### src/common/fsc_pkg.sv
// Package for the feature-setting command decoder: map, fields, codes.
// Assumes a 32-bit APB master and an external data mover for buffers.
package fsc_pkg;
  // Register byte offsets
  localparam logic [7:0] A_CMD    = 8'h00;
  localparam logic [7:0] A_CDW10  = 8'h04;
  localparam logic [7:0] A_CDW11  = 8'h08;
  localparam logic [7:0] A_PTR1_L = 8'h0C;
  localparam logic [7:0] A_PTR1_H = 8'h10;
  localparam logic [7:0] A_PTR2_L = 8'h14;
  localparam logic [7:0] A_PTR2_H = 8'h18;
  localparam logic [7:0] A_STATUS = 8'h1C;
  localparam logic [7:0] A_CTRL   = 8'h20;
  localparam logic [7:0] A_FQ_SEL = 8'h24;
  localparam logic [7:0] A_FQ_VAL = 8'h28;
  // Field positions
  localparam int FSEL_MSB     = 7;
  localparam int STS_BUSY_BIT = 0;
  localparam int STS_CODE_LSB = 8;
  localparam int CTRL_CRST_BIT = 0;
  // Reset values
  localparam logic [31:0] RST_WORD = 32'h0000_0000;
  localparam logic [7:0]  RST_SEL  = 8'h00;
  // Opcodes and completion status codes
  localparam logic [7:0] OPC_IDENTIFY = 8'h06;
  localparam logic [7:0] OPC_SET_FEAT = 8'h09;
  localparam logic [7:0] SC_SUCCESS   = 8'h00;
  localparam logic [7:0] SC_BAD_OPC   = 8'h01;
  localparam logic [7:0] SC_BAD_FIELD = 8'h02;
  // Feature selectors
  localparam logic [7:0] FS_LBA_RANGE = 8'h03;
  localparam logic [7:0] FS_VWC       = 8'h06;
  localparam logic [7:0] FS_LAST_MAND = 8'h0B;
  localparam logic [7:0] FS_SPM       = 8'h80;
  localparam logic [7:0] FS_CSS_LO    = 8'h80;
  localparam logic [7:0] FS_VS_LO     = 8'hC0;
  // Optional features built in
  localparam logic OPT_LBA_RANGE = 1'b1;
  localparam logic OPT_VWC       = 1'b1;
  localparam logic OPT_SPM       = 1'b1;
  // Buffer geometry
  localparam logic [12:0] PAGE_BYTES  = 13'h1000;
  localparam logic [12:0] IDENT_BYTES = 13'h1000;
  localparam logic [12:0] LBAR_BYTES  = 13'h1000;
  // Feature table: entries 0..11 for 00h..0Bh, entry 12 for 80h
  localparam int          FT_N       = 13;
  localparam logic [3:0]  FT_SPM_IDX = 4'hC;
  localparam logic [3:0]  FT_NONE    = 4'hF;
  // Manufacturer defaults, fixed in silicon
  localparam logic [FT_N-1:0][31:0] FEAT_DEFAULT = {FT_N{32'h0000_0000}};

  typedef enum logic [2:0] {
    FC_RSVD = 3'h0,
    FC_MAND = 3'h1,
    FC_OPT  = 3'h2,
    FC_CSS  = 3'h3,
    FC_VS   = 3'h4
  } fsc_fclass_t;

  typedef enum logic [1:0] {
    ST_IDLE = 2'b00,
    ST_SEG1 = 2'b01,
    ST_SEG2 = 2'b11,
    ST_CPL  = 2'b10
  } fsc_state_t;
endpackage

### src/common/fsc_class_if.sv
// Interface carrying a feature selector to its classifier and back.
// Purely combinational; the user registers what it needs.
`timescale 1ns/100ps
`default_nettype none
interface fsc_class_if;
  import fsc_pkg::*;
  logic [7:0]  sel;
  fsc_fclass_t fclass;
  logic        supported;
  logic        persistent;
  logic        uses_buf;
  modport user (output sel, input fclass, supported, persistent, uses_buf);
  modport cls  (input sel, output fclass, supported, persistent, uses_buf);
endinterface
`default_nettype wire

### src/fsc_classify.sv
// Classifier of feature selectors: class, support, persistence, buffer use.
// Combinational; the caller holds the selector stable.
`timescale 1ns/100ps
`default_nettype none
module fsc_classify (
  // Selector in, attributes out
  fsc_class_if.cls bus
);
  import fsc_pkg::*;

  always_comb begin
    bus.fclass     = FC_RSVD;
    bus.supported  = 1'b0;
    bus.persistent = 1'b0;
    bus.uses_buf   = 1'b0;
    if (bus.sel >= FS_VS_LO) begin
      bus.fclass = FC_VS;
    end else if (bus.sel >= FS_CSS_LO) begin
      if (bus.sel == FS_SPM) begin
        bus.fclass     = FC_OPT;
        bus.supported  = OPT_SPM;
        bus.persistent = 1'b1;
      end
    end else if (bus.sel == FS_LBA_RANGE) begin
      bus.fclass     = FC_OPT;
      bus.supported  = OPT_LBA_RANGE;
      bus.persistent = 1'b1;
      bus.uses_buf   = 1'b1;
    end else if (bus.sel == FS_VWC) begin
      bus.fclass    = FC_OPT;
      bus.supported = OPT_VWC;
    end else if (bus.sel != 8'h00 && bus.sel <= FS_LAST_MAND) begin
      bus.fclass    = FC_MAND;
      bus.supported = 1'b1;
    end
  end
endmodule // fsc_classify
`default_nettype wire

### src/fsc_top.sv
// Admin command engine for identify completion and feature setting.
// Assumes an external data mover that answers each request with a done pulse.
`timescale 1ns/100ps
`default_nettype none
module fsc_top (
  // Clock and reset
  input  wire logic        CLK_IN,
  input  wire logic        RST_IN,
  // APB slave
  input  wire logic        PSEL_IN,
  input  wire logic        PENABLE_IN,
  input  wire logic        PWRITE_IN,
  input  wire logic [7:0]  PADDR_IN,
  input  wire logic [31:0] PWDATA_IN,
  output logic      [31:0] PRDATA_OUT,
  output logic             PREADY_OUT,
  output logic             PSLVERR_OUT,
  // Data mover
  output logic             DMA_REQ_OUT,
  output logic             DMA_WRITE_OUT,
  output logic      [63:0] DMA_ADDR_OUT,
  output logic      [12:0] DMA_LEN_OUT,
  input  wire logic        DMA_DONE_IN,
  // Completion
  output logic             CPL_VALID_OUT,
  output logic      [7:0]  CPL_STATUS_OUT,
  output logic      [7:0]  CPL_OPC_OUT
);
  import fsc_pkg::*;

  // Bytes left in the first page for a buffer of len bytes
  function automatic logic [12:0] seg1_len(input logic [63:0] p, input logic [12:0] len);
    logic [12:0] room;
    room = PAGE_BYTES - {1'b0, p[11:0]};
    seg1_len = (room < len) ? room : len;
  endfunction

  // Table slot of a selector, FT_NONE when not stored
  function automatic logic [3:0] feat_index(input logic [7:0] s);
    if (s == FS_SPM) begin
      feat_index = FT_SPM_IDX;
    end else if (s <= FS_LAST_MAND) begin
      feat_index = s[3:0];
    end else begin
      feat_index = FT_NONE;
    end
  endfunction

  fsc_state_t       state_reg, state_next;
  logic             pready_reg, pready_next;
  logic             slverr_reg, slverr_next;
  logic [31:0]      prdata_reg, prdata_next;
  logic [7:0]       opc_reg, opc_next;
  logic [31:0]      cdw10_reg, cdw10_next;
  logic [31:0]      cdw11_reg, cdw11_next;
  logic [63:0]      first_page_pointer_reg, first_page_pointer_next;
  logic [63:0]      second_page_pointer_reg, second_page_pointer_next;
  logic [7:0]       fq_sel_reg, fq_sel_next;
  logic [7:0]       sts_reg, sts_next;
  logic [12:0]      rem_reg, rem_next;
  logic             req_reg, req_next;
  logic             dwr_reg, dwr_next;
  logic [63:0]      daddr_reg, daddr_next;
  logic [12:0]      dlen_reg, dlen_next;
  logic             cplv_reg, cplv_next;
  logic [7:0]       cpls_reg, cpls_next;
  logic [7:0]       cplo_reg, cplo_next;
  logic [FT_N-1:0][31:0] feat_reg, feat_next;
  logic             apb_fire;
  logic             wr_fire;
  logic             addr_ok;
  logic [31:0]      rd_word;
  logic [3:0]       q_idx;
  logic [3:0]       c_idx;
  logic [12:0]      first_len;

  fsc_class_if cls_if ();

  assign cls_if.sel = cdw10_reg[FSEL_MSB:0];

  fsc_classify u_classify (
    .bus (cls_if.cls)
  );

  // APB answer one cycle into the access phase
  always_comb begin
    apb_fire    = PSEL_IN & PENABLE_IN & pready_reg;
    wr_fire     = apb_fire & PWRITE_IN;
    pready_next = PSEL_IN & PENABLE_IN & ~pready_reg;
    q_idx       = feat_index(fq_sel_reg);
    addr_ok     = 1'b1;
    rd_word     = RST_WORD;
    case (PADDR_IN)
      A_CMD:    rd_word = {24'h000000, opc_reg};
      A_CDW10:  rd_word = cdw10_reg;
      A_CDW11:  rd_word = cdw11_reg;
      A_PTR1_L: rd_word = first_page_pointer_reg[31:0];
      A_PTR1_H: rd_word = first_page_pointer_reg[63:32];
      A_PTR2_L: rd_word = second_page_pointer_reg[31:0];
      A_PTR2_H: rd_word = second_page_pointer_reg[63:32];
      A_STATUS: begin
        rd_word[STS_BUSY_BIT] = (state_reg != ST_IDLE);
        rd_word[STS_CODE_LSB +: 8] = sts_reg;
      end
      A_CTRL:   rd_word = RST_WORD;
      A_FQ_SEL: rd_word = {24'h000000, fq_sel_reg};
      A_FQ_VAL: begin
        if (q_idx != FT_NONE) begin
          rd_word = feat_reg[q_idx];
        end
      end
      default:  addr_ok = 1'b0;
    endcase
    prdata_next = pready_next ? rd_word : prdata_reg;
    slverr_next = pready_next & ~addr_ok;
  end

  always_ff @(posedge CLK_IN) begin
    if (RST_IN) begin
      pready_reg <= 1'b0;
      slverr_reg <= 1'b0;
      prdata_reg <= RST_WORD;
    end else begin
      pready_reg <= pready_next;
      slverr_reg <= slverr_next;
      prdata_reg <= prdata_next;
    end
  end

  // Command sequencing and feature table
  always_comb begin
    state_next  = state_reg;
    opc_next    = opc_reg;
    cdw10_next  = cdw10_reg;
    cdw11_next  = cdw11_reg;
    first_page_pointer_next  = first_page_pointer_reg;
    second_page_pointer_next = second_page_pointer_reg;
    fq_sel_next = fq_sel_reg;
    sts_next    = sts_reg;
    rem_next    = rem_reg;
    req_next    = req_reg;
    dwr_next    = dwr_reg;
    daddr_next  = daddr_reg;
    dlen_next   = dlen_reg;
    cplv_next   = 1'b0;
    cpls_next   = cpls_reg;
    cplo_next   = cplo_reg;
    feat_next   = feat_reg;
    c_idx       = feat_index(cdw10_reg[FSEL_MSB:0]);
    first_len   = seg1_len(first_page_pointer_reg, IDENT_BYTES);
    // Query select is free to change at any time
    if (wr_fire && PADDR_IN == A_FQ_SEL) begin
      fq_sel_next = PWDATA_IN[7:0];
    end
    case (state_reg)
      ST_IDLE: begin
        // only these fields held; writes while busy are dropped
        if (wr_fire) begin
          case (PADDR_IN)
            A_CDW10:  cdw10_next = PWDATA_IN;
            A_CDW11:  cdw11_next = PWDATA_IN;
            A_PTR1_L: first_page_pointer_next[31:0] = PWDATA_IN;
            A_PTR1_H: first_page_pointer_next[63:32] = PWDATA_IN;
            A_PTR2_L: second_page_pointer_next[31:0] = PWDATA_IN;
            A_PTR2_H: second_page_pointer_next[63:32] = PWDATA_IN;
            A_CMD: begin
              opc_next  = PWDATA_IN[7:0];
              state_next = ST_CPL;
              cpls_next = SC_BAD_OPC;
              if (PWDATA_IN[7:0] == OPC_IDENTIFY) begin
                rem_next   = IDENT_BYTES - first_len;
                req_next   = 1'b1;
                dwr_next   = 1'b1;
                daddr_next = first_page_pointer_reg;
                dlen_next  = first_len;
                state_next = ST_SEG1;
              end else if (PWDATA_IN[7:0] == OPC_SET_FEAT) begin
                cpls_next = SC_SUCCESS;
                if (!cls_if.supported) begin
                  cpls_next = SC_BAD_FIELD;
                end else if (cls_if.uses_buf) begin
                  // pointer used only for buffered features
                  rem_next   = LBAR_BYTES - seg1_len(first_page_pointer_reg, LBAR_BYTES);
                  req_next   = 1'b1;
                  dwr_next   = 1'b0;
                  daddr_next = first_page_pointer_reg;
                  dlen_next  = seg1_len(first_page_pointer_reg, LBAR_BYTES);
                  state_next = ST_SEG1;
                end
              end
            end
            default: begin
            end
          endcase
        end
      end
      ST_SEG1: begin
        if (DMA_DONE_IN) begin
          req_next = 1'b0;
          // second pointer only for the spill-over
          if (rem_reg != 13'h0000) begin
            req_next   = 1'b1;
            daddr_next = second_page_pointer_reg;
            dlen_next  = rem_reg;
            state_next = ST_SEG2;
          end else begin
            cpls_next  = SC_SUCCESS;
            state_next = ST_CPL;
          end
        end
      end
      ST_SEG2: begin
        // host gives a plain page, no list
        if (DMA_DONE_IN) begin
          req_next   = 1'b0;
          cpls_next  = SC_SUCCESS;
          state_next = ST_CPL;
        end
      end
      ST_CPL: begin
        if (opc_reg == OPC_SET_FEAT && cpls_reg == SC_SUCCESS && c_idx != FT_NONE) begin
          feat_next[c_idx] = cdw11_reg;
        end
        cplv_next  = 1'b1;
        cplo_next  = opc_reg;
        sts_next   = cpls_reg;
        state_next = ST_IDLE;
      end
      default: state_next = ST_IDLE;
    endcase
    // Controller reset aborts the command; persistent values survive it
    if (wr_fire && PADDR_IN == A_CTRL && PWDATA_IN[CTRL_CRST_BIT]) begin
      state_next = ST_IDLE;
      req_next   = 1'b0;
      cplv_next  = 1'b0;
      for (int i = 0; i < FT_N; i++) begin
        if (i != int'(FS_LBA_RANGE) && i != int'(FT_SPM_IDX)) begin
          feat_next[i] = FEAT_DEFAULT[i];
        end
      end
    end
  end

  always_ff @(posedge CLK_IN) begin
    if (RST_IN) begin
      state_reg  <= ST_IDLE;
      opc_reg    <= RST_SEL;
      cdw10_reg  <= RST_WORD;
      cdw11_reg  <= RST_WORD;
      first_page_pointer_reg  <= {RST_WORD, RST_WORD};
      second_page_pointer_reg <= {RST_WORD, RST_WORD};
      fq_sel_reg <= RST_SEL;
      sts_reg    <= SC_SUCCESS;
      rem_reg    <= 13'h0000;
      req_reg    <= 1'b0;
      dwr_reg    <= 1'b0;
      daddr_reg  <= {RST_WORD, RST_WORD};
      dlen_reg   <= 13'h0000;
      cplv_reg   <= 1'b0;
      cpls_reg   <= SC_SUCCESS;
      cplo_reg   <= RST_SEL;
      feat_reg   <= FEAT_DEFAULT;
    end else begin
      state_reg  <= state_next;
      opc_reg    <= opc_next;
      cdw10_reg  <= cdw10_next;
      cdw11_reg  <= cdw11_next;
      first_page_pointer_reg  <= first_page_pointer_next;
      second_page_pointer_reg <= second_page_pointer_next;
      fq_sel_reg <= fq_sel_next;
      sts_reg    <= sts_next;
      rem_reg    <= rem_next;
      req_reg    <= req_next;
      dwr_reg    <= dwr_next;
      daddr_reg  <= daddr_next;
      dlen_reg   <= dlen_next;
      cplv_reg   <= cplv_next;
      cpls_reg   <= cpls_next;
      cplo_reg   <= cplo_next;
      feat_reg   <= feat_next;
    end
  end

  assign PRDATA_OUT     = prdata_reg;
  assign PREADY_OUT     = pready_reg;
  assign PSLVERR_OUT    = slverr_reg;
  assign DMA_REQ_OUT    = req_reg;
  assign DMA_WRITE_OUT  = dwr_reg;
  assign DMA_ADDR_OUT   = daddr_reg;
  assign DMA_LEN_OUT    = dlen_reg;
  assign CPL_VALID_OUT  = cplv_reg;
  assign CPL_STATUS_OUT = cpls_reg;
  assign CPL_OPC_OUT    = cplo_reg;
endmodule // fsc_top
`default_nettype wire

### config.mk
export PLATFORM = sky130hd
export DESIGN_NAME = fsc_top
export DESIGN_NICKNAME = d
export VERILOG_FILES = /design/src/common/fsc_pkg.sv /design/src/common/fsc_class_if.sv /design/src/fsc_classify.sv /design/src/fsc_top.sv
export SDC_FILE = /design/constraint.sdc
export NUM_CORES = 2
export LEC_CHECK = 0
export ABC_AREA = 0
export BUFFER_PORTS_ARGS = -buffer_cell sky130_fd_sc_hd__buf_2
export CAP_MARGIN = 40
export CORE_AREA = 2 2 257 386
export CTS_BUF_LIST = sky130_fd_sc_hd__clkbuf_4
export DETAILED_ROUTE_END_ITERATION = 6
export DIE_AREA = 0 0 259 388
export PLACE_DENSITY_LB_ADDON = 0.25
export RECOVER_POWER = 25
export SLEW_MARGIN = 25
export SYNTH_ARGS = -nofsm -noshare
export SYNTH_HDL_FRONTEND = slang
export SYNTH_SLANG_ARGS = --single-unit
### constraint.sdc
create_clock -name CLK_IN -period 3.94 [get_ports CLK_IN]
set_input_delay 0.591 -clock CLK_IN [delete_from_list [all_inputs] [get_ports CLK_IN]]
set_output_delay 0.591 -clock CLK_IN [all_outputs]
set_load 0.05 [all_outputs]
==> results.json <==
{
  "ioPinCount": 176,
  "drc": 1,
  "drive_above_1_share": 0.127,
  "power_density_nw_per_um2": 377,
  "tightest_slew_ns": 2.09,
  "dpl.hpwl_um": 83000,
  "synth.avg_cell_area_sq_um": 7.57,
  "synthMuxAreaShare": 0.0295,
  "drtIter0Drc": 2827,
  "synth-compound-area-share": 0.238,
  "synthAdderAreaFrac": 0.000739,
  "drv_cap": 2,
  "synthSimpleGateAreaFrac": 0.224,
  "slew_headroom": -0.392,
  "cts_buffers": 181,
  "cpMostUsedCell": "clkbuf_1",
  "synth_ff_type": "dfxtp_1",
  "synth.distinct_cells": 79,
  "grt_pass1_vias": 32000,
  "io_buffers": 169,
  "final_antenna_net_count": 0,
  "synthArstFlopShare": 0,
  "rows": 140,
  "synth_top_area_share": 0.452,
  "fin_cells": 5971,
  "grt_pass1_wl_um": 196000,
  "synth_commonest_cells": "1547 x nand2_1, 768 x a21oi_1, 765 x dfxtp_1",
  "seq_area_sq_um": 15300,
  "violations": "DRC, capacitance limit, slew limit",
  "worstPathMaxFanout": 32,
  "finalSetupTns_ns": 0,
  "fmax_ghz": 0.285,
  "avgRoutedWirePerCell_um": 21.8,
  "path_class": "register to register",
  "placed_cells": 5640,
  "place_area_sq_um": 36000,
  "clockBufferDepth": 3,
  "yosys_warnings": 0,
  "grt-ovfl-total": 0,
  "min_period_ns": 3.50,
  "p_leak_nw": 12.4,
  "n_fill_cell": 10100,
  "syn_area_sq_um": 33900,
  "status": "finished, violations left",
  "synth_area_leaders": "dfxtp_1 45%, nand2_1 17%, a21oi_1 11%",
  "synth.most_common_cell": "nand2_1",
  "crit_required_ns": 4.90,
  "slew_violations": 52,
  "synth.largest_area_cell": "dfxtp_1",
  "area_delta_synth_final_pct": 13.2,
  "drt-pass1-iter-count": 7,
  "vias_per_cell": 5.59,
  "syn_inst": 4475,
  "synthXorXnorAreaFrac": 0.00491,
  "die-area_sq_um": 100000,
  "max-vdd-ir-drop_v": 0.000219,
  "nets": 4630,
  "htree_levels": 4,
  "worst_path_max_delay_cell": "clkbuf_1",
  "stdcell_area_sq_um": 38300,
  "fin_util": 0.396,
  "synth_top_family_by_area": "compound AO/OA/AOI/OAI gates",
  "hp-class": "input pin to register",
  "cp.arrival_ns": 4.46,
  "cts-resized-gates": 0,
  "largest_register_ff_count": 416,
  "initial_core_util": 0.350,
  "finClkSkew_ns": 0.0496,
  "r2r_slack_ns": 0.44,
  "vias": 33400,
  "finalSetupViolations": 0,
  "rsz0062_at_grt": "false",
  "max_stage_delay_ns": 1.49,
  "die_w_um": 259,
  "grt_antenna_before_repair": 4,
  "dieHeight_um": 388,
  "clk_pin_slew_ns": 0.08,
  "cts_root_buf": "clkbuf_4",
  "power_mw": 14.4,
  "period_share": 0.889,
  "end_kind": "register",
  "place.gp.congestion": 0.925,
  "critPathLaunchType": "register",
  "grt_max_degree": 159,
  "synth-seq-cells": 765,
  "coreArea_sq_um": 96900,
  "ys_seq_area_frac": 0.452,
  "totalWireLength_um": 130000,
  "cts_tree": "built",
  "grt_usage": 0.252,
  "crit_chain": "buf_4 > nand4_1 > clkbuf_1 > nor2_1 > clkbuf_1 > nand2_1 > clkbuf_1 > nand2_1 > a21oi_1",
  "clk_latency_ns": 1.06,
  "synth_edf_count": 0,
  "cts.sinks": 765,
  "multi_input_area_sq_um": 17000,
  "hold_violations": 0
}
==> cells in the final DEF (no fill, tap or decap), types with 18 or more instances in the layout <==
cell and n:
a311oi_2 53, o211ai_1 18, a22oi_1 77, nand2_1 1547
buf_4 111, a311oi_1 19, clkinv_1 23, clkbuf_1 92
dfxtp_1 765, a211oi_1 22, o221ai_1 55, o21ai_0 53
nand3_1 27, nor2_1 166, mux2i_1 83, nor3_1 23
clkbuf_4 252, o22ai_1 62, dlygate4sd3_1 34, buf_2 81
a21oi_1 768
==> power by group <==
group / switching (mW) / total (mW) / internal, mW
combinational: 0.337 / 0.439 / 0.101
sequential: 0.00245 / 7.73 / 7.73
clock: 3.24 / 6.27 / 3.04
total: 3.58 / 14.4 / 10.9
==> what timing repair did <==
action,CTS,global route
hold buffers,34,0
buffers inserted,0,0
hold endpoints to repair,214,0
==> worst paths after layout <==
| kind | endpoint | startpoint | cells after the start |
|---|---|---|---|
| max | first_page_pointer_reg[46] | PREADY_OUT | 9 |
| min | fq_sel_reg[4] | PADDR_IN[6] | 6 |
| max reg2reg | first_page_pointer_reg[46] | PREADY_OUT | 9 |
| min reg2reg | feat_reg[220] | feat_reg[220] | 2 |
==> layer usage <==
metal  GRT usage  share of wire  routed length, um
met1       0.293           0.39              50300
met2       0.440           0.50              64800
met3      0.0421          0.065               8390
met4       0.131          0.049               6420
met5           0              0                  0
==> per-stage QoR <==
stage,hold slack (ns),setup WS (ns)
6_report,0.232,0.437
5_1_grt,0.223,0.336
4_1_cts,0.141,0.709
3_5_place_dp,0.440,0.326
3_3_place_gp,0.435,0.402
2_1_floorplan,0.427,0.984
==> layout make-up <==
cell class | instances | share of cell area
Antenna cell | 6 | 0.000392
Clock inverter | 36 | 0.00519
Tap cell | 1278 | 0.0417
Multi-Input combinational cell | 3286 | 0.443
Sequential cell | 765 | 0.399
Clock buffer | 252 | 0.0493
Inverter | 9 | 0.000881
Timing Repair Buffer | 339 | 0.0598
==> worst max-delay path: cells and delay by family, from the launching register on <==
kind,cells,cell delay (ns)
AOI/OAI and AO/OA,1,0.22
buffers and inverters,4,2.26
DFF,1,0.30
and+or+nand+nor,4,0.59
==> cells by family (layout without fill, tap and decap cells) <==
| group | after synthesis | after routing |
|---|---|---|
| buffers and inverters | 429 | 636 |
| multiplexers | 95 | 95 |
| AND/OR/NAND/NOR | 1895 | 1895 |
| XOR/XNOR | 19 | 19 |
| other | 1 | 12 |
| flip-flops | 765 | 765 |
| AO/OA/AOI/OAI | 1269 | 1269 |
| adder cells (fa/ha/maj) | 2 | 2 |
No activity file was read; power rests on OpenSTA's default activity.
